[config.mk]
export PLATFORM = sky130hd
export DESIGN_NAME = lps_supervisor
export DESIGN_NICKNAME = d
export VERILOG_FILES = /design/src/lps_pkg.sv /design/src/lps_cnt_if.sv /design/src/lps_supervisor.sv /design/src/lps_qual_cnt.sv
export SDC_FILE = /design/constraint.sdc
export NUM_CORES = 1
export LEC_CHECK = 0
export BUFFER_PORTS_ARGS = -buffer_cell sky130_fd_sc_hd__buf_2
export CORE_MARGIN = 5
export CORE_UTILIZATION = 56
export DETAILED_ROUTE_END_ITERATION = 16
export PLACE_DENSITY = 0.86
export SLEW_MARGIN = 10
export SYNTH_ARGS = -nofsm -noshare
export SYNTH_HDL_FRONTEND = slang
export SYNTH_SLANG_ARGS = --single-unit
[constraint.sdc]
create_clock -name CORE_CLK -period 2.7 [get_ports CORE_CLK]
set_clock_uncertainty 0.05 [all_clocks]
set_input_delay 0.675 -clock CORE_CLK [delete_from_list [all_inputs] [get_ports CORE_CLK]]
set_output_delay 0.675 -clock CORE_CLK [all_outputs]
set_load 0.05 [all_outputs]
[src/lps_pkg.sv]
// constants and types shared by the load switch protection supervisor
// -----------------------------------------------------------------------
// Overview of operation
// - after power up or with no accessory detected, the device sits in standby
// - in standby, VBUS and ID comparators are watched for an inserted accessory
// - VBUS above the overvoltage threshold opens the load switch
// - the switch opens within 1 us of overvoltage, with no deglitch
// - overvoltage sets the overvoltage event flag, except while the switch is latched off by overcurrent (LPS_LS_OCP)
// - switch closes again after VBUS is in the safe window for the deglitch time
// - clearing of an overvoltage sets the protection cleared flag
// - no VBUS and battery below 2.5 V powers the device off
// - current above the overcurrent threshold starts a time-out
// - current still above threshold at time-out disables the load switch
// - the overcurrent level is a host-written setting the device compares against
// - battery supply is used when present, VBUS only when battery is absent
// - I2C is enabled only with both io supply and battery supply present
// - with battery present detection is on, load switch only with VBUS
// - with VBUS alone detection and load switch are on, I2C is off
// - the microphone path connects to exactly one of VBUS or DP while an accessory is seen, to neither in standby
// -----------------------------------------------------------------------
package lps_pkg;
	localparam int    CLK_PERIOD_NS      = 8;
	localparam int    OVP_OFF_MAX_NS     = 1000;
	localparam int    OVP_OFF_CYCLES     = OVP_OFF_MAX_NS / CLK_PERIOD_NS;
	localparam int    RECOVERY_TIME_US   = 10;
	localparam int    RECOVERY_CYCLES    = (RECOVERY_TIME_US * 1000 + CLK_PERIOD_NS - 1) / CLK_PERIOD_NS;
	localparam int    OCP_TIMEOUT_US     = 20;
	localparam int    OCP_TIMEOUT_CYCLES = (OCP_TIMEOUT_US * 1000 + CLK_PERIOD_NS - 1) / CLK_PERIOD_NS;
	localparam int    CNT_W              = 16;
	localparam int    OCL_W              = 8;
	localparam logic [CNT_W-1:0] CNT_ZERO = 16'h0000;
	localparam logic [CNT_W-1:0] CNT_ONE  = 16'h0001;

	typedef enum logic [1:0] {
		LPS_SUP_OFF,
		LPS_SUP_BAT,
		LPS_SUP_BUS
	} lps_supply_t;

	typedef enum logic [1:0] {
		LPS_LS_IDLE,
		LPS_LS_ON,
		LPS_LS_OVP,
		LPS_LS_OCP
	} lps_ls_state_t;
endpackage

[src/lps_cnt_if.sv]
// interface carrying one qualified counter between supervisor and counter
`timescale 1ns/10ps
interface lps_cnt_if;
	logic cond;
	logic done;
	modport ctl (output cond, input done);
	modport cnt (input cond, output done);
endinterface

[src/lps_supervisor.sv]
// load switch protection supervisor top
`timescale 1ns/10ps
module lps_supervisor (
	input  wire logic                     CORE_CLK,        // 125 MHz core clock
	input  wire logic                     RESET,           // synchronous reset, high
	input  wire logic                     BAT_PRESENT,     // battery supply above 2.5 V
	input  wire logic                     BUS_PRESENT,     // VBUS present comparator
	input  wire logic                     IO_PRESENT,      // io supply present
	input  wire logic                     BUS_OVER_OVP,    // VBUS above overvoltage threshold
	input  wire logic                     BUS_BELOW_HYS,   // VBUS below threshold minus hysteresis
	input  wire logic                     BUS_ABOVE_UVLO,  // VBUS above lockout threshold
	input  wire logic                     ID_ACTIVE,       // ID comparator, accessory seen
	input  wire logic [lps_pkg::OCL_W-1:0] SWITCH_CURRENT, // measured load switch current code
	input  wire logic [lps_pkg::OCL_W-1:0] OCP_LEVEL,      // host programmed overcurrent level
	input  wire logic                     MIC_SEL_DP,      // request mic path to DP
	input  wire logic                     FLAG_CLEAR,      // host clears both flags, pulse
	output logic                          POWER_ON,        // device powered
	output logic                          SUPPLY_FROM_BUS, // supply taken from VBUS
	output logic                          DETECT_EN,       // detection enabled
	output logic                          I2C_EN,          // host port enabled
	output logic                          STANDBY,         // standby, nothing attached
	output logic                          ACCESSORY_SEEN,  // accessory inserted
	output logic                          LOAD_SWITCH_ON,  // load switch closed
	output logic                          OVERVOLTAGE_EVENT_FLAG, // sticky overvoltage flag
	output logic                          PROTECTION_CLEARED_FLAG, // sticky cleared flag
	output logic                          MIC_TO_BUS,      // mic path on VBUS
	output logic                          MIC_TO_DP        // mic path on DP
);
	import lps_pkg::*;

	// -------------------------------------------------------------------
	// input synchronisers
	// -------------------------------------------------------------------
	localparam int NSYNC = 8;
	logic [NSYNC-1:0] raw_in;
	logic [NSYNC-1:0] sync1_reg;
	logic [NSYNC-1:0] sync2_reg;
	logic [OCL_W-1:0] cur1_reg;
	logic [OCL_W-1:0] cur2_reg;

	assign raw_in = {MIC_SEL_DP, ID_ACTIVE, BUS_ABOVE_UVLO, BUS_BELOW_HYS,
		BUS_OVER_OVP, IO_PRESENT, BUS_PRESENT, BAT_PRESENT};

	always_ff @(posedge CORE_CLK) begin
		if (RESET) begin
			sync1_reg <= '0;
			sync2_reg <= '0;
			cur1_reg  <= '0;
			cur2_reg  <= '0;
		end else begin
			sync1_reg <= raw_in;
			sync2_reg <= sync1_reg;
			cur1_reg  <= SWITCH_CURRENT;
			cur2_reg  <= cur1_reg;
		end
	end

	logic bat;
	logic bus;
	logic io;
	logic ovp;
	logic below_hys;
	logic above_uvlo;
	logic id_act;
	logic mic_dp;
	assign bat        = sync2_reg[0];
	assign bus        = sync2_reg[1];
	assign io         = sync2_reg[2];
	assign ovp        = sync2_reg[3];
	assign below_hys  = sync2_reg[4];
	assign above_uvlo = sync2_reg[5];
	assign id_act     = sync2_reg[6];
	assign mic_dp     = sync2_reg[7];

	// -------------------------------------------------------------------
	// supply decode
	// -------------------------------------------------------------------
	lps_supply_t supply;
	always_comb begin
		if (bat) begin
			supply = LPS_SUP_BAT;
		end else if (bus && !io) begin
			supply = LPS_SUP_BUS;
		end else begin
			// no supply, or VBUS/io without battery: held down
			supply = LPS_SUP_OFF;
		end
	end

	logic powered;
	logic ls_allowed;
	assign powered    = (supply != LPS_SUP_OFF);
	assign ls_allowed = powered && bus;

	// -------------------------------------------------------------------
	// qualification counters
	// -------------------------------------------------------------------
	lps_cnt_if rec_if ();
	lps_cnt_if ocp_if ();
	logic      over_cur;

	// the comparison uses the live host setting, so a rewrite takes effect at once
	assign over_cur = cur2_reg > OCP_LEVEL;

	lps_qual_cnt #(.LIMIT(RECOVERY_CYCLES)) u_recovery (
		.clk  (CORE_CLK),
		.rst  (RESET),
		.port (rec_if.cnt)
	);

	lps_qual_cnt #(.LIMIT(OCP_TIMEOUT_CYCLES)) u_ocp_timeout (
		.clk  (CORE_CLK),
		.rst  (RESET),
		.port (ocp_if.cnt)
	);

	// -------------------------------------------------------------------
	// supervisor state
	// -------------------------------------------------------------------
	typedef struct packed {
		lps_ls_state_t ls;
		logic          ov_flag;
		logic          clr_flag;
		logic          attached;
		logic          mic_dp;
	} lps_sup_t;

	lps_sup_t st_reg;
	lps_sup_t st_next;

	always_comb begin
		st_next = st_reg;
		rec_if.cond = 1'b0;
		ocp_if.cond = 1'b0;
		if (FLAG_CLEAR) begin
			st_next.ov_flag  = 1'b0;
			st_next.clr_flag = 1'b0;
		end
		st_next.attached = powered && (bus || id_act);
		st_next.mic_dp   = mic_dp;
		if (!powered) begin
			st_next = '0;
		end else begin
			case (st_reg.ls)
				LPS_LS_IDLE: begin
					if (ls_allowed && ovp) begin
						st_next.ls      = LPS_LS_OVP;
						st_next.ov_flag = 1'b1;
					end else if (ls_allowed) begin
						st_next.ls = LPS_LS_ON;
					end
				end
				LPS_LS_ON: begin
					ocp_if.cond = over_cur;
					if (!ls_allowed) begin
						st_next.ls = LPS_LS_IDLE;
					end else if (ovp) begin
						st_next.ls      = LPS_LS_OVP;
						st_next.ov_flag = 1'b1;
					end else if (ocp_if.done) begin
						st_next.ls = LPS_LS_OCP;
					end
				end
				LPS_LS_OVP: begin
					rec_if.cond = ls_allowed && !ovp && below_hys && above_uvlo;
					if (!ls_allowed) begin
						st_next.ls = LPS_LS_IDLE;
					end else if (rec_if.done) begin
						st_next.ls       = LPS_LS_ON;
						st_next.clr_flag = 1'b1;
					end
				end
				LPS_LS_OCP: begin
					// stays off until VBUS goes away, a fresh attach retries
					if (!ls_allowed) begin
						st_next.ls = LPS_LS_IDLE;
					end
				end
				default: begin
					st_next.ls = LPS_LS_IDLE;
				end
			endcase
		end
	end

	always_ff @(posedge CORE_CLK) begin
		if (RESET) begin
			st_reg <= '0;
		end else begin
			st_reg <= st_next;
		end
	end

	// -------------------------------------------------------------------
	// outputs
	// -------------------------------------------------------------------
	// switch drops combinationally on the synchronised comparator, well inside 1 us
	assign LOAD_SWITCH_ON = (st_reg.ls == LPS_LS_ON) && !ovp && ls_allowed;
	assign POWER_ON                = powered;
	assign SUPPLY_FROM_BUS         = (supply == LPS_SUP_BUS);
	assign DETECT_EN               = powered;
	assign I2C_EN                  = (supply == LPS_SUP_BAT) && io;
	assign STANDBY                 = !st_reg.attached;
	assign ACCESSORY_SEEN          = st_reg.attached;
	assign OVERVOLTAGE_EVENT_FLAG  = st_reg.ov_flag;
	assign PROTECTION_CLEARED_FLAG = st_reg.clr_flag;
	assign MIC_TO_DP               = st_reg.attached && st_reg.mic_dp;
	assign MIC_TO_BUS              = st_reg.attached && !st_reg.mic_dp;

	// -------------------------------------------------------------------
	// checks
	// -------------------------------------------------------------------
	AST_OVP_OPENS: assert property (@(posedge CORE_CLK) disable iff (RESET)
		ovp |-> !LOAD_SWITCH_ON)
		else $error("switch closed during overvoltage");
	AST_OVP_TIME: assert property (@(posedge CORE_CLK) disable iff (RESET)
		$rose(sync2_reg[3]) |-> ##[0:2] !LOAD_SWITCH_ON)
		else $error("switch not opened in time");
	AST_OVP_FLAG: assert property (@(posedge CORE_CLK) disable iff (RESET)
		(st_reg.ls == LPS_LS_ON && ovp && ls_allowed) |=> OVERVOLTAGE_EVENT_FLAG)
		else $error("overvoltage flag not set");
	AST_RECOVER: assert property (@(posedge CORE_CLK) disable iff (RESET)
		(st_reg.ls == LPS_LS_OVP) ##1 (st_reg.ls == LPS_LS_ON) |-> $past(rec_if.done, 1))
		else $error("recovery without deglitch");
	AST_CLR_FLAG: assert property (@(posedge CORE_CLK) disable iff (RESET)
		(st_reg.ls == LPS_LS_OVP && rec_if.done && powered) |=> PROTECTION_CLEARED_FLAG)
		else $error("cleared flag not set");
	AST_POWER_OFF: assert property (@(posedge CORE_CLK) disable iff (RESET)
		(!bus && !bat) |-> !POWER_ON && !LOAD_SWITCH_ON)
		else $error("powered without supply");
	AST_OCP_OFF: assert property (@(posedge CORE_CLK) disable iff (RESET)
		(st_reg.ls == LPS_LS_ON && ocp_if.done && ls_allowed && !ovp)
		|=> st_reg.ls == LPS_LS_OCP)
		else $error("overcurrent did not disable switch");
	AST_I2C_EN: assert property (@(posedge CORE_CLK) disable iff (RESET)
		I2C_EN |-> io && bat)
		else $error("i2c enabled without supplies");
	AST_MIC_ONE: assert property (@(posedge CORE_CLK) disable iff (RESET)
		!(MIC_TO_BUS && MIC_TO_DP))
		else $error("mic path on both");
	AST_UNPOWERED: assert property (@(posedge CORE_CLK) disable iff (RESET)
		!powered |=> !OVERVOLTAGE_EVENT_FLAG && st_reg.ls == LPS_LS_IDLE)
		else $error("state kept while unpowered");
endmodule

[src/lps_qual_cnt.sv]
// counter that flags once a condition has held for LIMIT cycles
`timescale 1ns/10ps
module lps_qual_cnt #(
	parameter int LIMIT = 1
) (
	input  wire logic clk,      // core clock
	input  wire logic rst,      // synchronous reset, high
	lps_cnt_if.cnt    port      // condition in, done out
);
	import lps_pkg::*;
	localparam logic [CNT_W-1:0] LIM = CNT_W'(LIMIT);

	typedef struct packed {
		logic [CNT_W-1:0] cnt;
	} lps_qc_t;

	lps_qc_t state_reg;
	lps_qc_t state_next;

	// restarts from zero whenever the condition drops
	always_comb begin
		state_next = state_reg;
		if (!port.cond) begin
			state_next.cnt = CNT_ZERO;
		end else if (state_reg.cnt != LIM) begin
			state_next.cnt = state_reg.cnt + CNT_ONE;
		end
	end

	always_ff @(posedge clk) begin
		if (rst) begin
			state_reg <= '0;
		end else begin
			state_reg <= state_next;
		end
	end

	assign port.done = port.cond && (state_reg.cnt == LIM);

	AST_CNT_RESTART: assert property (@(posedge clk) disable iff (rst)
		!port.cond |=> state_reg.cnt == CNT_ZERO)
		else $error("counter did not restart");
endmodule

Yosys cells after proc, flatten, opt, wreduce, memory -nomap -nowiden
Cells that the tools add are included.
{ "totals": {"register_bits": 70, "input_bits": 27, "out_inout_bits": 11, "elab_cells": 78} }
{ "classes": {"add_sub_neg": 2, "magnitude_cmp": 1, "n_eq_ne": 13, "muxes": 23, "n_bitwise": 3, "reduce_logical": 25} }
{ "ops": {"columns": ["cell", "count"], "rows": [
  ["adder 16 x 1 -> 16 bit, second input constant", 2],
  ["two-way mux 2 bit", 11],
  ["== test 16 x 11 -> 1 bit, second input constant", 1],
  ["== test 16 x 12 -> 1 bit, second input constant", 1],
  ["!= test 16 x 11 -> 1 bit, second input constant", 1],
  ["!= test 16 x 12 -> 1 bit, second input constant", 1],
  ["logical AND 1 bit", 14],
  ["two-way mux 1 bit", 10],
  ["greater-than comparator 8 bit", 1],
  ["one-hot mux 2 bit (4 select lines)", 1],
  ["== test 2 bit, second input constant", 3],
  ["!= test 3 bit, second input constant", 2],
  ["OR reduction 2 bit", 3],
  ["== test 2 x 1 -> 1 bit, second input constant", 2],
  ["zero test 1 bit", 4],
  ["!= test 4 bit, second input constant", 1],
  ["AND reduction 4 bit", 1],
  ["inverter 1 bit", 3],
  ["zero test 2 bit", 1],
  ["!= test 2 bit, second input constant", 1],
  ["one-hot mux 1 bit (2 select lines)", 1],
  ["nonzero test 2 bit", 1],
  ["logical OR 1 bit", 1]
]} }

Depth between registers and ports, before layout
Gate-level depths: netlist of the first run.
{ "logic_depth": {"depth_word": 15, "ltp_mapped": 8, "ltp_nobuf": 7} }

Cells and area by module
A second synthesis of the first run with hierarchy kept.
{ "unflattened": {"hier_cells": 319, "area_unflattened_um2": 2941.6} }
{ "by_module_without_submodules": {"columns": ["mod", "n_inst", "cells_per_inst", "area_per_inst_um2", "seq_area_each_um2"], "rows": [
  ["lps_supervisor", 1, 136, 1376.3, 760.7],
  ["lps_qual_cnt at u_ocp_timeout", 1, 93, 799.5, 320.3],
  ["lps_qual_cnt at u_recovery", 1, 90, 765.7, 320.3]
]} }

Worst setup path before layout of the first run
Ideal clock, no wire load.
{ "synth_path": {"kind": "flip-flop to output port", "startpoint": "reg st_reg, in the netlist ACCESSORY_SEEN", "endpoint": "out MIC_TO_BUS", "arrival_time_ns": 1.741, "t_required_ns": 1.975, "path_slack_ns": 0.234, "path_stages_with_launch": 3, "path_buffers": 0, "cell_sequence": "dfxtp_1 -> inv_1 -> nor2_1"} }
{ "synth_between": {"elab_chain_len": 1} }
{ "synth_rtl": {"columns": ["element", "line_no", "text"], "rows": [
  ["from (decl)", "lps_supervisor.sv:128", "lps_sup_t st_reg;"],
  ["from (signal assigned)", "lps_supervisor.sv:190", "st_reg <= st_next;"],
  ["logical AND 1 bit", "lps_supervisor.sv:208", "assign MIC_TO_BUS = st_reg.attached && !st_reg.mic_dp;"],
  ["to (decl)", "lps_supervisor.sv:26", "output logic MIC_TO_BUS,"]
]} }
No other way between the ends.

Worst setup path after layout of the first run
{ "layout_path": {"startpoint": "reg sync2_reg[0]", "endpoint": "out LOAD_SWITCH_ON"} }
{ "layout_between": {"elab_chain_len": 4} }
{ "layout_rtl": {"columns": ["element", "line_no", "text"], "rows": [
  ["from (decl)", "lps_supervisor.sv:37", "logic [NSYNC-1:0] sync2_reg;"],
  ["from (signal assigned)", "lps_supervisor.sv:52", "sync2_reg <= sync1_reg;"],
  ["two-way mux 2 bit", "lps_supervisor.sv:80", "if (bat) begin"],
  ["nonzero test 2 bit", "lps_supervisor.sv:92", "assign powered = (supply != LPS_SUP_OFF);"],
  ["logical AND 1 bit", "lps_supervisor.sv:93", "assign ls_allowed = powered && bus;"],
  ["logical AND 1 bit", "lps_supervisor.sv:198", "assign LOAD_SWITCH_ON = (st_reg.ls == LPS_LS_ON) && !ovp && ls_allowed;"],
  ["to (decl)", "lps_supervisor.sv:23", "output logic LOAD_SWITCH_ON,"]
]} }
No other way between the ends.

==> results of run 1 <==
-- layout make-up --
type / count / share of cell area
Clock inverter: 7 / 0.0152
Clock buffer: 9 / 0.0377
Tap cell: 70 / 0.0266
Sequential cell: 70 / 0.426
Timing Repair Buffer: 39 / 0.0609
Inverter: 17 / 0.0194
Multi-Input combinational cell: 206 / 0.414
-- metal layers --
layer	vias up	wire [um]	global-route usage	share of wire
met1	948	2340	0.211	0.47
met2	52	2180	0.274	0.44
met4	0	117	0.0847	0.024
li1	1074	-	-	-
met5	-	0	0	0
met3	11	339	0.0570	0.068
-- cell families after synthesis --
kind of cell               synth area share
xor gates and xnor gates             0.0884
adders and majority gates            0.0523
buffers and inverters                0.0379
AOI/OAI and AO/OA                    0.0457
and+or+nand+nor                       0.288
DFF                                   0.488
-- cells in the mapped netlist (4+ instances only) --
library cell                n
sky130_fd_sc_hd__ha_1      12
sky130_fd_sc_hd__xor2_1    22
sky130_fd_sc_hd__a211oi_1   4
sky130_fd_sc_hd__and2_1     4
sky130_fd_sc_hd__nand4_1    6
sky130_fd_sc_hd__nand3_1   15
sky130_fd_sc_hd__nand2_1   12
sky130_fd_sc_hd__clkbuf_1   4
sky130_fd_sc_hd__nor2_1    44
sky130_fd_sc_hd__inv_1     17
sky130_fd_sc_hd__nor2b_1   34
sky130_fd_sc_hd__dfxtp_1   70
sky130_fd_sc_hd__and3_1     6
sky130_fd_sc_hd__xnor2_1    7
sky130_fd_sc_hd__a21oi_1    6
-- stage by stage --
stage                     utilization  instances  instance area (sq um)  hold slack (ns)
after floorplan                     -        302                   2870            0.356
after global placement          0.618        402                   3120            0.361
after detailed placement        0.618        402                   3120            0.370
after CTS                       0.652        418                   3290            0.389
after global routing            0.652        418                   3290            0.413
final                           0.652        418                   3290            0.388
-- where the power goes --
group | switching, mW | internal [mW] | total, mW
sequential | 0.00742 | 1.05 | 1.06
clock | 0.404 | 0.333 | 0.737
combinational | 0.0499 | 0.0417 | 0.0915
-- critical path, cell delays in order, from the launching register on --
cell and delay (ns):
sky130_fd_sc_hd__dfxtp_1 0.40, sky130_fd_sc_hd__inv_1 0.11, sky130_fd_sc_hd__a211oi_1 0.38, sky130_fd_sc_hd__and3b_1 0.21
sky130_fd_sc_hd__buf_2 0.26
-- worst max-delay path by stage --
stage,slack [ns],from,endpoint,depth (start not counted)
finish,0.26,sync2_reg[0],LOAD_SWITCH_ON,4
global route,0.09,sync2_reg[0],LOAD_SWITCH_ON,4
CTS,0.24,sync2_reg[0],LOAD_SWITCH_ON,4
detailed placement,0.46,OCP_LEVEL[5],u_ocp_timeout.state_reg[2],9
global placement,0.53,OCP_LEVEL[5],st_reg[5],9
floorplan,0.23,ACCESSORY_SEEN,MIC_TO_BUS,2
==> report_table.html, run 1 <==
<table>
<tr><th>Metric</th><th>Value</th></tr>
<tr><th colspan="2">Yosys</th></tr>
<tr><td>Fraction of registers with async set/reset</td><td>0</td></tr>
<tr><td>Number of enable flip-flop cells after synthesis</td><td>0</td></tr>
<tr><td>Area fraction of the dominant cell type after synthesis</td><td>0.488</td></tr>
<tr><td>Synth Area per Inst</td><td>between 9 and 10 sq um</td></tr>
<tr><td>Cell type contributing the most total cell area after synthesis</td><td>sky130_fd_sc_hd__dfxtp_1</td></tr>
<tr><td>Synth unique cells</td><td>38</td></tr>
<tr><td>Number of instances in the synthesized netlist</td><td>just over 300</td></tr>
<tr><td>Yosys reg bits</td><td>70</td></tr>
<tr><td>Fraction of the yosys area taken by sequential cells</td><td>0.488</td></tr>
<tr><td>Synthesized cell area</td><td>around 0.0029 sq mm</td></tr>
<tr><td>Net count after synthesis</td><td>about 340</td></tr>
<tr><td>Warning count from the yosys run</td><td>0</td></tr>
<tr><td>Cell types occupying the most area after synthesis</td><td>sky130_fd_sc_hd__dfxtp_1 (49%), sky130_fd_sc_hd__nor2b_1 (7.4%), sky130_fd_sc_hd__xor2_1 (6.7%)</td></tr>
<tr><td>Most frequently used flop master after synthesis</td><td>sky130_fd_sc_hd__dfxtp_1</td></tr>
<tr><th colspan="2">Die</th></tr>
<tr><td>I/O pin count</td><td>38</td></tr>
<tr><td>Area of the core region</td><td>0.00504 sq mm</td></tr>
<tr><td>Initial cell density of the core</td><td>0.570</td></tr>
<tr><td>Die area</td><td>between 0.006 and 0.007 sq mm</td></tr>
<tr><td>DIE HEIGHT</td><td>roughly 82 um</td></tr>
<tr><td>Number of standard-cell rows in the floorplan</td><td>26</td></tr>
<tr><td>Chip width</td><td>~82 um</td></tr>
<tr><th colspan="2">Layout</th></tr>
<tr><td>Top library cells by usage in the layout, fill and taps aside</td><td>sky130_fd_sc_hd__dfxtp_1 (70), sky130_fd_sc_hd__nor2_1 (44), sky130_fd_sc_hd__buf_2 (37)</td></tr>
<tr><td>Most common library cell in the layout ignoring fill and taps</td><td>sky130_fd_sc_hd__dfxtp_1</td></tr>
<tr><td>Total area of multi-input combinational cells</td><td>approximately 0.0014 sq mm</td></tr>
<tr><td>Area overhead of the layout relative to synthesis</td><td>14.5%</td></tr>
<tr><td>Register Area</td><td>0.00140 sq mm</td></tr>
<tr><td>Antenna diode count</td><td>0</td></tr>
<tr><td>Filler Cells Inserted</td><td>~370</td></tr>
<tr><td>Net count, final</td><td>382</td></tr>
<tr><td>Fraction of layout cells with a size suffix above 1</td><td>0.193</td></tr>
<tr><th colspan="2">Clock network</th></tr>
<tr><td>Post-CTS Repair Setup Buffers</td><td>0</td></tr>
<tr><td>Clock Sinks</td><td>70</td></tr>
<tr><td>Clock latency at the later pin of the worst-skew pair</td><td>between 0.3 and 0.4 ns</td></tr>
<tr><td>Hold Buf Count CTS</td><td>0</td></tr>
<tr><td>Clock transition at the registers of the reported paths</td><td>0.08 ns</td></tr>
<tr><td>Count of H-tree levels built during CTS</td><td>3</td></tr>
<tr><td>CTS Buf Count</td><td>9</td></tr>
<tr><td>Post-CTS sizing</td><td>0</td></tr>
<tr><td>Clock root buffer master</td><td>sky130_fd_sc_hd__clkbuf_8</td></tr>
<tr><td>Deepest clock path buffer count</td><td>2</td></tr>
<tr><td>CTS tree</td><td>yes</td></tr>
<tr><th colspan="2">Placed design</th></tr>
<tr><td>Number of buffer cells added on primary ports</td><td>37</td></tr>
<tr><td>Final HPWL DP</td><td>~3600 um</td></tr>
<tr><td>Gpl congestion</td><td>approximately 0.73</td></tr>
<tr><td>Pre-CTS setup slack</td><td>between 0.4 and 0.5 ns</td></tr>
<tr><th colspan="2">Power</th></tr>
<tr><td>Power per Cell Area</td><td>about 570 mW/mm^2</td></tr>
<tr><td>Max IR drop VDD</td><td>between 0.6 and 0.7 mV</td></tr>
<tr><td>Leak Pwr</td><td>1.30 nW</td></tr>
<tr><td>Post-route total power</td><td>roughly 1.9 mW</td></tr>
<tr><th colspan="2">STA</th></tr>
<tr><td>Slew margin rel.</td><td>0.653</td></tr>
<tr><td>Setup-failing EPs final</td><td>0</td></tr>
<tr><td>Hold violation count in the final report</td><td>0</td></tr>
<tr><td>Post-route setup slack</td><td>0.255 ns</td></tr>
<tr><td>RSZ-0062 raised after global routing</td><td>no</td></tr>
<tr><td>Maximum frequency from static timing analysis</td><td>just over 0.4 GHz</td></tr>
<tr><td>Number of pins with negative max-slew slack in the final report</td><td>0</td></tr>
<tr><td>Tcrit/Tclk final</td><td>0.905</td></tr>
<tr><td>TNS Setup</td><td>0 ns</td></tr>
<tr><td>Slew at the pin with the worst max-slew slack</td><td>roughly 0.52 ns</td></tr>
<tr><td>Minimum clock period</td><td>2.44 ns</td></tr>
<tr><th colspan="2">Min path</th></tr>
<tr><td>Launch point of the worst hold path</td><td>sync1_reg[5]</td></tr>
<tr><td>Hold worst-path end</td><td>sync2_reg[5]</td></tr>
<tr><td>Instance count along the most critical hold path</td><td>1</td></tr>
<tr><td>Hold crit path type</td><td>reg2reg</td></tr>
<tr><th colspan="2">Routing</th></tr>
<tr><td>Number of violations reported at the end of detailed-routing iteration 0</td><td>around 180</td></tr>
<tr><td>Final Routed Wirelength</td><td>roughly 5000 um</td></tr>
<tr><td>DRC violations left</td><td>0</td></tr>
<tr><td>Number of search-and-repair iterations in the first detailed-routing pass</td><td>4</td></tr>
<tr><td>Post-detailed-route count of antenna-violating nets</td><td>0</td></tr>
<tr><td>Avg WL per Cell</td><td>between 10 and 15 um</td></tr>
<tr><td>Vias</td><td>2085</td></tr>
<tr><td>Vias per cell</td><td>about 5</td></tr>
<tr><th colspan="2">Setup path</th></tr>
<tr><td>RR Endpoint</td><td>st_reg[4]</td></tr>
<tr><td>Worst reg2reg setup slack</td><td>slightly above 0.8 ns</td></tr>
<tr><td>Startpoint of the worst register-to-register path</td><td>u_recovery.state_reg[0]</td></tr>
<tr><td>Critical Path RT</td><td>1.98 ns</td></tr>
<tr><td>CP Max Fanout</td><td>5</td></tr>
<tr><td>Critical path capture point type</td><td>primary output</td></tr>
<tr><td>Type of origin of the critical path</td><td>flop</td></tr>
<tr><td>Critical Setup Path Class</td><td>reg2out</td></tr>
<tr><td>Endpoint arrival time on the critical path</td><td>between 1.5 and 2 ns</td></tr>
<tr><td>Depth of the most critical reg-to-reg path</td><td>7</td></tr>
<tr><th colspan="2">Global route</th></tr>
<tr><td>Global-route wire length before repair</td><td>between 8000 and 9000 um</td></tr>
<tr><td>Via count of the first global-routing pass</td><td>between 2000 and 2500</td></tr>
<tr><td>Global route total overflow</td><td>0</td></tr>
<tr><td>Antenna violations before repair</td><td>0</td></tr>
<tr><td>Overall routing resource usage</td><td>0.173</td></tr>
<tr><td>Pin count of the biggest net entering global routing</td><td>33</td></tr>
<tr><th colspan="2">Flow run</th></tr>
<tr><td>Number of violations of the max-capacitance limit</td><td>0</td></tr>
<tr><th colspan="2">Outcome</th></tr>
<tr><td>Outcome</td><td>completed</td></tr>
</table>
Note: power is estimated with default switching activity, not from simulation.
==> inputs of run 2 (changes only) <==
RECOVER_POWER = 25   (was not set)
==> run 2 against run 1 <==
Net effect:
- sequential power hardly changed
- critical endpoint unchanged
- register-to-register slack hardly changed
- via count is 0.19% higher
- non-clock buffer count stayed put
- critical path type unchanged
- count of clock-buffer cells in the layout stayed put
- routed wire length is 0.20% higher
- setup slack worse by 0.0070 ns
- final area is 0.15% lower
- first-iteration DRC count is 8.3% lower
- sequential share of layout area is 0.065 points higher
- core utilization is 0.099 points lower
- fmax is 0.29% lower
==> report_table.html, run 2 (synthesis gave the netlist of run 1 again) <==
<table>
<tr><th>Metric</th><th>Value</th></tr>
<tr><th colspan="2">Clock network</th></tr>
<tr><td>Clock root buffer master</td><td>sky130_fd_sc_hd__clkbuf_8</td></tr>
<tr><td>Count of H-tree levels built during CTS</td><td>3</td></tr>
<tr><td>CTS Buf Count</td><td>9</td></tr>
<tr><td>Clock latency at the later pin of the worst-skew pair</td><td>roughly 0.34 ns</td></tr>
<tr><td>Post-CTS sizing</td><td>0</td></tr>
<tr><td>CTS tree</td><td>yes</td></tr>
<tr><td>Hold Buf Count CTS</td><td>0</td></tr>
<tr><td>Post-CTS Repair Setup Buffers</td><td>0</td></tr>
<tr><td>Clock Sinks</td><td>70</td></tr>
<tr><td>Deepest clock path buffer count</td><td>2</td></tr>
<tr><td>Clock transition at the registers of the reported paths</td><td>approximately 0.070 ns</td></tr>
<tr><th colspan="2">Global route</th></tr>
<tr><td>Global-route wire length before repair</td><td>between 8000 and 9000 um</td></tr>
<tr><td>Overall routing resource usage</td><td>0.173</td></tr>
<tr><td>Global route total overflow</td><td>0</td></tr>
<tr><td>Antenna violations before repair</td><td>0</td></tr>
<tr><td>Pin count of the biggest net entering global routing</td><td>33</td></tr>
<tr><td>Via count of the first global-routing pass</td><td>2102</td></tr>
<tr><th colspan="2">Die</th></tr>
<tr><td>Area of the core region</td><td>slightly above 0.005 sq mm</td></tr>
<tr><td>DIE HEIGHT</td><td>81.6 um</td></tr>
<tr><td>I/O pin count</td><td>38</td></tr>
<tr><td>Initial cell density of the core</td><td>0.570</td></tr>
<tr><td>Die area</td><td>0.00666 sq mm</td></tr>
<tr><td>Number of standard-cell rows in the floorplan</td><td>26</td></tr>
<tr><td>Chip width</td><td>81.6 um</td></tr>
<tr><th colspan="2">Routing</th></tr>
<tr><td>Vias per cell</td><td>about 5</td></tr>
<tr><td>Number of search-and-repair iterations in the first detailed-routing pass</td><td>4</td></tr>
<tr><td>Final Routed Wirelength</td><td>between 4000 and 5000 um</td></tr>
<tr><td>DRC violations left</td><td>0</td></tr>
<tr><td>Post-detailed-route count of antenna-violating nets</td><td>0</td></tr>
<tr><td>Number of violations reported at the end of detailed-routing iteration 0</td><td>roughly 170</td></tr>
<tr><td>Avg WL per Cell</td><td>approximately 12 um</td></tr>
<tr><td>Vias</td><td>around 2100</td></tr>
<tr><th colspan="2">Setup path</th></tr>
<tr><td>Critical path capture point type</td><td>primary output</td></tr>
<tr><td>Endpoint arrival time on the critical path</td><td>between 1.5 and 2 ns</td></tr>
<tr><td>Depth of the most critical reg-to-reg path</td><td>7</td></tr>
<tr><td>Type of origin of the critical path</td><td>flop</td></tr>
<tr><td>Critical Path RT</td><td>between 1.5 and 2 ns</td></tr>
<tr><td>Critical Setup Path Class</td><td>reg2out</td></tr>
<tr><td>CP Max Fanout</td><td>5</td></tr>
<tr><th colspan="2">Power</th></tr>
<tr><td>Max IR drop VDD</td><td>about 0.64 mV</td></tr>
<tr><td>Power per Cell Area</td><td>between 500 and 600 mW/mm^2</td></tr>
<tr><td>Leak Pwr</td><td>1.29 nW</td></tr>
<tr><th colspan="2">STA</th></tr>
<tr><td>Setup-failing EPs final</td><td>0</td></tr>
<tr><td>Tcrit/Tclk final</td><td>0.908</td></tr>
<tr><td>Number of pins with negative max-slew slack in the final report</td><td>0</td></tr>
<tr><td>Maximum frequency from static timing analysis</td><td>0.408 GHz</td></tr>
<tr><td>Slew margin rel.</td><td>0.197</td></tr>
<tr><td>Minimum clock period</td><td>2.45 ns</td></tr>
<tr><td>Slew at the pin with the worst max-slew slack</td><td>1.21 ns</td></tr>
<tr><td>Hold violation count in the final report</td><td>0</td></tr>
<tr><td>RSZ-0062 raised after global routing</td><td>no</td></tr>
<tr><td>Final hold slack</td><td>0.386 ns</td></tr>
<tr><td>TNS Setup</td><td>0 ns</td></tr>
<tr><th colspan="2">Layout</th></tr>
<tr><td>Most common library cell in the layout ignoring fill and taps</td><td>sky130_fd_sc_hd__dfxtp_1</td></tr>
<tr><td>Fraction of layout cells with a size suffix above 1</td><td>0.187</td></tr>
<tr><td>Antenna diode count</td><td>0</td></tr>
<tr><td>Area overhead of the layout relative to synthesis</td><td>14.3%</td></tr>
<tr><td>Net count, final</td><td>about 380</td></tr>
<tr><td>Top library cells by usage in the layout, fill and taps aside</td><td>sky130_fd_sc_hd__dfxtp_1 (70), sky130_fd_sc_hd__nor2_1 (44), sky130_fd_sc_hd__buf_2 (36)</td></tr>
<tr><th colspan="2">Placed design</th></tr>
<tr><td>Gpl congestion</td><td>between 0.7 and 0.8</td></tr>
<tr><td>Number of buffer cells added on primary ports</td><td>37</td></tr>
<tr><td>Final HPWL DP</td><td>roughly 3600 um</td></tr>
<tr><th colspan="2">Min path</th></tr>
<tr><td>Hold crit path type</td><td>reg2reg</td></tr>
<tr><td>Instance count along the most critical hold path</td><td>1</td></tr>
<tr><th colspan="2">Flow run</th></tr>
<tr><td>Number of violations of the max-capacitance limit</td><td>0</td></tr>
<tr><th colspan="2">Outcome</th></tr>
<tr><td>Outcome</td><td>completed</td></tr>
</table>
## run 2: cell count changes in the layout (fill, tap and decap cells not counted)
cell | previous run | this run
sky130_fd_sc_hd__buf_4 | 2 | 1
sky130_fd_sc_hd__buf_2 | 37 | 36
sky130_fd_sc_hd__clkbuf_1 | 0 | 2
## run 2: power breakdown
part           switching, mW  leakage, nW  total, mW  internal [mW]
Clock                  0.403       0.0816      0.736          0.333
Sequential           0.00748        0.571       1.06           1.05
Combinational         0.0498        0.640     0.0909         0.0411
## run 2: cell type report
cell class / instances / area, sq um
Clock buffer: 9 / 124
Clock inverter: 7 / 50.0
Fill cell: 373 / 1760
Inverter: 17 / 63.8
Multi-Input combinational cell: 206 / 1360
Sequential cell: 70 / 1400
Tap cell: 70 / 87.6
Timing Repair Buffer: 39 / 195
## run 2: critical path, cell delays in order, from the launching register on
cell and delay [ns]:
sky130_fd_sc_hd__dfxtp_1 0.40, sky130_fd_sc_hd__inv_1 0.11, sky130_fd_sc_hd__a211oi_1 0.39, sky130_fd_sc_hd__and3b_1 0.21, sky130_fd_sc_hd__buf_2 0.26
## run 2: final timing paths
path	startpoint	to	slack (ns)
worst max register to register	u_recovery.state_reg[0]	st_reg[4]	0.81
worst min-delay path	sync2_reg[7]	st_reg[0]	0.39
worst max-delay path	sync2_reg[0]	LOAD_SWITCH_ON	0.25
worst min register to register	sync2_reg[7]	st_reg[0]	0.39
## run 2: metrics by stage
| stage | area, sq um | utilization | power [mW] | setup slack [ns] | std cells |
|---|---|---|---|---|---|
| floorplan | 2870 | - | 1.15 | 0.234 | 302 |
| global placement | 3120 | 0.618 | 1.17 | 0.532 | 402 |
| detailed placement | 3120 | 0.618 | 1.18 | 0.459 | 402 |
| CTS | 3290 | 0.652 | 1.91 | 0.244 | 418 |
| global route | 3280 | 0.651 | 1.96 | 0.0942 | 418 |
| finish | 3280 | 0.651 | 1.89 | 0.248 | 418 |
## run 2: layer usage
metal | track usage | up-vias | part of all wire
met2 | 0.274 | 53 | 0.44
met3 | 0.0570 | 11 | 0.069
li1 | - | 1075 | -
met4 | 0.0847 | 0 | 0.020
met1 | 0.211 | 950 | 0.47
met5 | 0 | - | 0
==> inputs of run 3 (changes only) <==
CORE_UTILIZATION = 40   (was 56)
PLACE_DENSITY = 0.61   (was 0.86)
==> run 3 against run 2 <==
Net effect:
- fmax increased by 3.3%
- global-route usage decreased by 5.1 points
- setup slack better by 0.078 ns
- register-to-register slack got worse by 0.02 ns
- via count shrank 1.9%
- die area up 35%
- final cell count grew 6.0%
- final area rose by 2.2%
- critical endpoint unchanged
==> report_table.html, run 3 (synthesis gave the netlist of run 1 again) <==
<table>
<tr><th>Metric</th><th>Value</th></tr>
<tr><th colspan="2">Power</th></tr>
<tr><td>Relative contribution of sequential cells to total power</td><td>0.513</td></tr>
<tr><td>Internal power component</td><td>between 1.5 and 2 mW</td></tr>
<tr><td>Part of the power in the clock network</td><td>0.444</td></tr>
<tr><td>Relative contribution of combinational cells to total power</td><td>0.043</td></tr>
<tr><td>Power per Cell Area</td><td>617 mW/mm^2</td></tr>
<tr><td>Switching fraction of total power</td><td>0.216</td></tr>
<tr><td>Max IR drop VDD</td><td>approximately 0.43 mV</td></tr>
<tr><td>Post-route total power</td><td>between 2 and 2.5 mW</td></tr>
<tr><td>Leak Pwr</td><td>1.31 nW</td></tr>
<tr><td>Net switching power of the design</td><td>0.448 mW</td></tr>
<tr><th colspan="2">Clock network</th></tr>
<tr><td>Clock latency at the later pin of the worst-skew pair</td><td>roughly 0.34 ns</td></tr>
<tr><td>Clock root buffer master</td><td>sky130_fd_sc_hd__clkbuf_8</td></tr>
<tr><td>CTS tree</td><td>yes</td></tr>
<tr><td>Deepest clock path buffer count</td><td>2</td></tr>
<tr><td>Post-CTS sizing</td><td>0</td></tr>
<tr><td>Clock Sinks</td><td>70</td></tr>
<tr><td>CTS Buf Count</td><td>9</td></tr>
<tr><td>Post-CTS Repair Setup Buffers</td><td>0</td></tr>
<tr><td>Hold Buf Count CTS</td><td>0</td></tr>
<tr><td>Count of H-tree levels built during CTS</td><td>3</td></tr>
<tr><td>Clock transition at the registers of the reported paths</td><td>0.08 ns</td></tr>
<tr><th colspan="2">Layout</th></tr>
<tr><td>Top library cells by usage in the layout, fill and taps aside</td><td>sky130_fd_sc_hd__dfxtp_1 (70), sky130_fd_sc_hd__nor2_1 (44), sky130_fd_sc_hd__buf_2 (36)</td></tr>
<tr><td>Antenna diode count</td><td>0</td></tr>
<tr><td>Most common library cell in the layout ignoring fill and taps</td><td>sky130_fd_sc_hd__dfxtp_1</td></tr>
<tr><td>Net count, final</td><td>approximately 380</td></tr>
<tr><td>Filler Cells Inserted</td><td>703</td></tr>
<tr><td>Area overhead of the layout relative to synthesis</td><td>16.9%</td></tr>
<tr><td>Register Area</td><td>approximately 0.0014 sq mm</td></tr>
<tr><td>Total area of multi-input combinational cells</td><td>0.00136 sq mm</td></tr>
<tr><td>Fraction of layout cells with a size suffix above 1</td><td>0.182</td></tr>
<tr><th colspan="2">Routing</th></tr>
<tr><td>Number of violations reported at the end of detailed-routing iteration 0</td><td>65</td></tr>
<tr><td>DRC violations left</td><td>0</td></tr>
<tr><td>Vias per cell</td><td>between 4 and 5</td></tr>
<tr><td>Number of search-and-repair iterations in the first detailed-routing pass</td><td>4</td></tr>
<tr><td>Final Routed Wirelength</td><td>around 4800 um</td></tr>
<tr><td>Avg WL per Cell</td><td>~11 um</td></tr>
<tr><td>Post-detailed-route count of antenna-violating nets</td><td>0</td></tr>
<tr><td>Vias</td><td>a little over 2000</td></tr>
<tr><th colspan="2">Setup path</th></tr>
<tr><td>Critical path capture point type</td><td>primary output</td></tr>
<tr><td>Critical path origin</td><td>sync2_reg[0]</td></tr>
<tr><td>Worst reg2reg setup slack</td><td>0.79 ns</td></tr>
<tr><td>Depth of the most critical reg-to-reg path</td><td>5</td></tr>
<tr><td>Critical Path RT</td><td>1.98 ns</td></tr>
<tr><td>Startpoint of the worst register-to-register path</td><td>cur2_reg[5]</td></tr>
<tr><td>Type of origin of the critical path</td><td>flop</td></tr>
<tr><td>Last element of the critical path</td><td>LOAD_SWITCH_ON</td></tr>
<tr><td>Critical Setup Path Class</td><td>reg2out</td></tr>
<tr><td>RR Endpoint</td><td>u_ocp_timeout.state_reg[2]</td></tr>
<tr><td>Endpoint arrival time on the critical path</td><td>1.65 ns</td></tr>
<tr><td>CP Max Fanout</td><td>5</td></tr>
<tr><th colspan="2">Die</th></tr>
<tr><td>Area of the core region</td><td>between 0.006 and 0.007 sq mm</td></tr>
<tr><td>Initial cell density of the core</td><td>0.416</td></tr>
<tr><td>DIE HEIGHT</td><td>around 95 um</td></tr>
<tr><td>Number of standard-cell rows in the floorplan</td><td>30</td></tr>
<tr><td>I/O pin count</td><td>38</td></tr>
<tr><td>Chip width</td><td>between 90 and 100 um</td></tr>
<tr><td>Die area</td><td>roughly 0.0090 sq mm</td></tr>
<tr><th colspan="2">Min path</th></tr>
<tr><td>Hold crit path type</td><td>reg2reg</td></tr>
<tr><th colspan="2">Global route</th></tr>
<tr><td>Global-route wire length before repair</td><td>~8600 um</td></tr>
<tr><td>Global route total overflow</td><td>0</td></tr>
<tr><td>Overall routing resource usage</td><td>0.122</td></tr>
<tr><td>Pin count of the biggest net entering global routing</td><td>35</td></tr>
<tr><td>Via count of the first global-routing pass</td><td>2019</td></tr>
<tr><td>Antenna violations before repair</td><td>0</td></tr>
<tr><th colspan="2">Outcome</th></tr>
<tr><td>Outcome</td><td>completed</td></tr>
<tr><th colspan="2">Placed design</th></tr>
<tr><td>Final HPWL DP</td><td>around 3500 um</td></tr>
<tr><td>Number of buffer cells added on primary ports</td><td>37</td></tr>
<tr><td>Gpl congestion</td><td>roughly 0.8</td></tr>
<tr><th colspan="2">STA</th></tr>
<tr><td>Number of pins with negative max-slew slack in the final report</td><td>0</td></tr>
<tr><td>Setup-failing EPs final</td><td>0</td></tr>
<tr><td>Tcrit/Tclk final</td><td>0.879</td></tr>
<tr><td>Slew at the pin with the worst max-slew slack</td><td>roughly 1.3 ns</td></tr>
<tr><td>Slew margin rel.</td><td>0.133</td></tr>
<tr><td>RSZ-0062 raised after global routing</td><td>no</td></tr>
<tr><td>Minimum clock period</td><td>roughly 2.4 ns</td></tr>
<tr><td>TNS Setup</td><td>0 ns</td></tr>
<tr><td>Maximum frequency from static timing analysis</td><td>0.421 GHz</td></tr>
<tr><td>Hold violation count in the final report</td><td>0</td></tr>
<tr><th colspan="2">Flow run</th></tr>
<tr><td>Number of violations of the max-capacitance limit</td><td>0</td></tr>
</table>
-- run 3: cell count changes in the layout (fill, tap and decap cells not counted), sizes merged --
cell | before | now
bufinv | 0 | 2
clkinvlp | 3 | 1
buf | 37 | 36
clkbuf | 11 | 12
clkinv | 3 | 2
-- run 3: worst min-delay path by stage --
stage	startpoint	end	slack, ns	cells after the start
2_1_floorplan	sync2_reg[7]	st_reg[0]	0.36	1
4_1_cts	cur1_reg[5]	cur2_reg[5]	0.39	1
6_report	cur1_reg[5]	cur2_reg[5]	0.39	1
5_1_grt	cur1_reg[1]	cur2_reg[1]	0.41	1
3_5_place_dp	sync2_reg[7]	st_reg[0]	0.37	1
3_3_place_gp	sync1_reg[0]	sync2_reg[0]	0.37	1
-- run 3: per-layer routing --
metal | vias to the layer above | share of wire | GRT usage | wire [um]
met5 | - | 0 | 0 | 0
met4 | 0 | 0.0021 | 0.0409 | 10
met3 | 2 | 0.059 | 0.0534 | 284
met2 | 45 | 0.49 | 0.210 | 2340
met1 | 929 | 0.45 | 0.134 | 2160
li1 | 1073 | - | - | -
-- run 3: through the flow --
step	instances	cell area (sq um)	util	setup WS (ns)	hold WS, ns
detailed placement	427	3140	0.455	0.257	0.371
CTS	443	3360	0.487	0.287	0.391
global route	443	3360	0.486	0.244	0.414
floorplan	302	2870	-	0.234	0.356
global placement	427	3140	0.455	0.292	0.367
finish	443	3360	0.486	0.327	0.388
-- run 3: cell type report --
| cell class | count | share of cell area |
|---|---|---|
| multi-input combinational | 206 | 0.406 |
| clock inverter | 6 | 0.0280 |
| sequential | 70 | 0.417 |
| clock buffer | 10 | 0.0380 |
| timing repair buffer | 38 | 0.0559 |
| tap | 96 | 0.0358 |
| inverter | 17 | 0.0190 |
-- run 3: critical path, stage by stage, from the launching register on --
cell and delay (ns):
sky130_fd_sc_hd__dfxtp_1 0.37, sky130_fd_sc_hd__inv_1 0.11, sky130_fd_sc_hd__a211oi_1 0.36, sky130_fd_sc_hd__and3b_1 0.22, sky130_fd_sc_hd__buf_2 0.26
-- run 3: power groups by stage --
stage / sequential, mW / clock (mW) / combinational (mW)
global route: 1.06 / 0.996 / 0.101
floorplan: 1.08 / 0 / 0.0626
finish: 1.06 / 0.919 / 0.0892
global placement: 1.09 / 0 / 0.0899
CTS: 1.06 / 0.958 / 0.0915
detailed placement: 1.09 / 0 / 0.0913
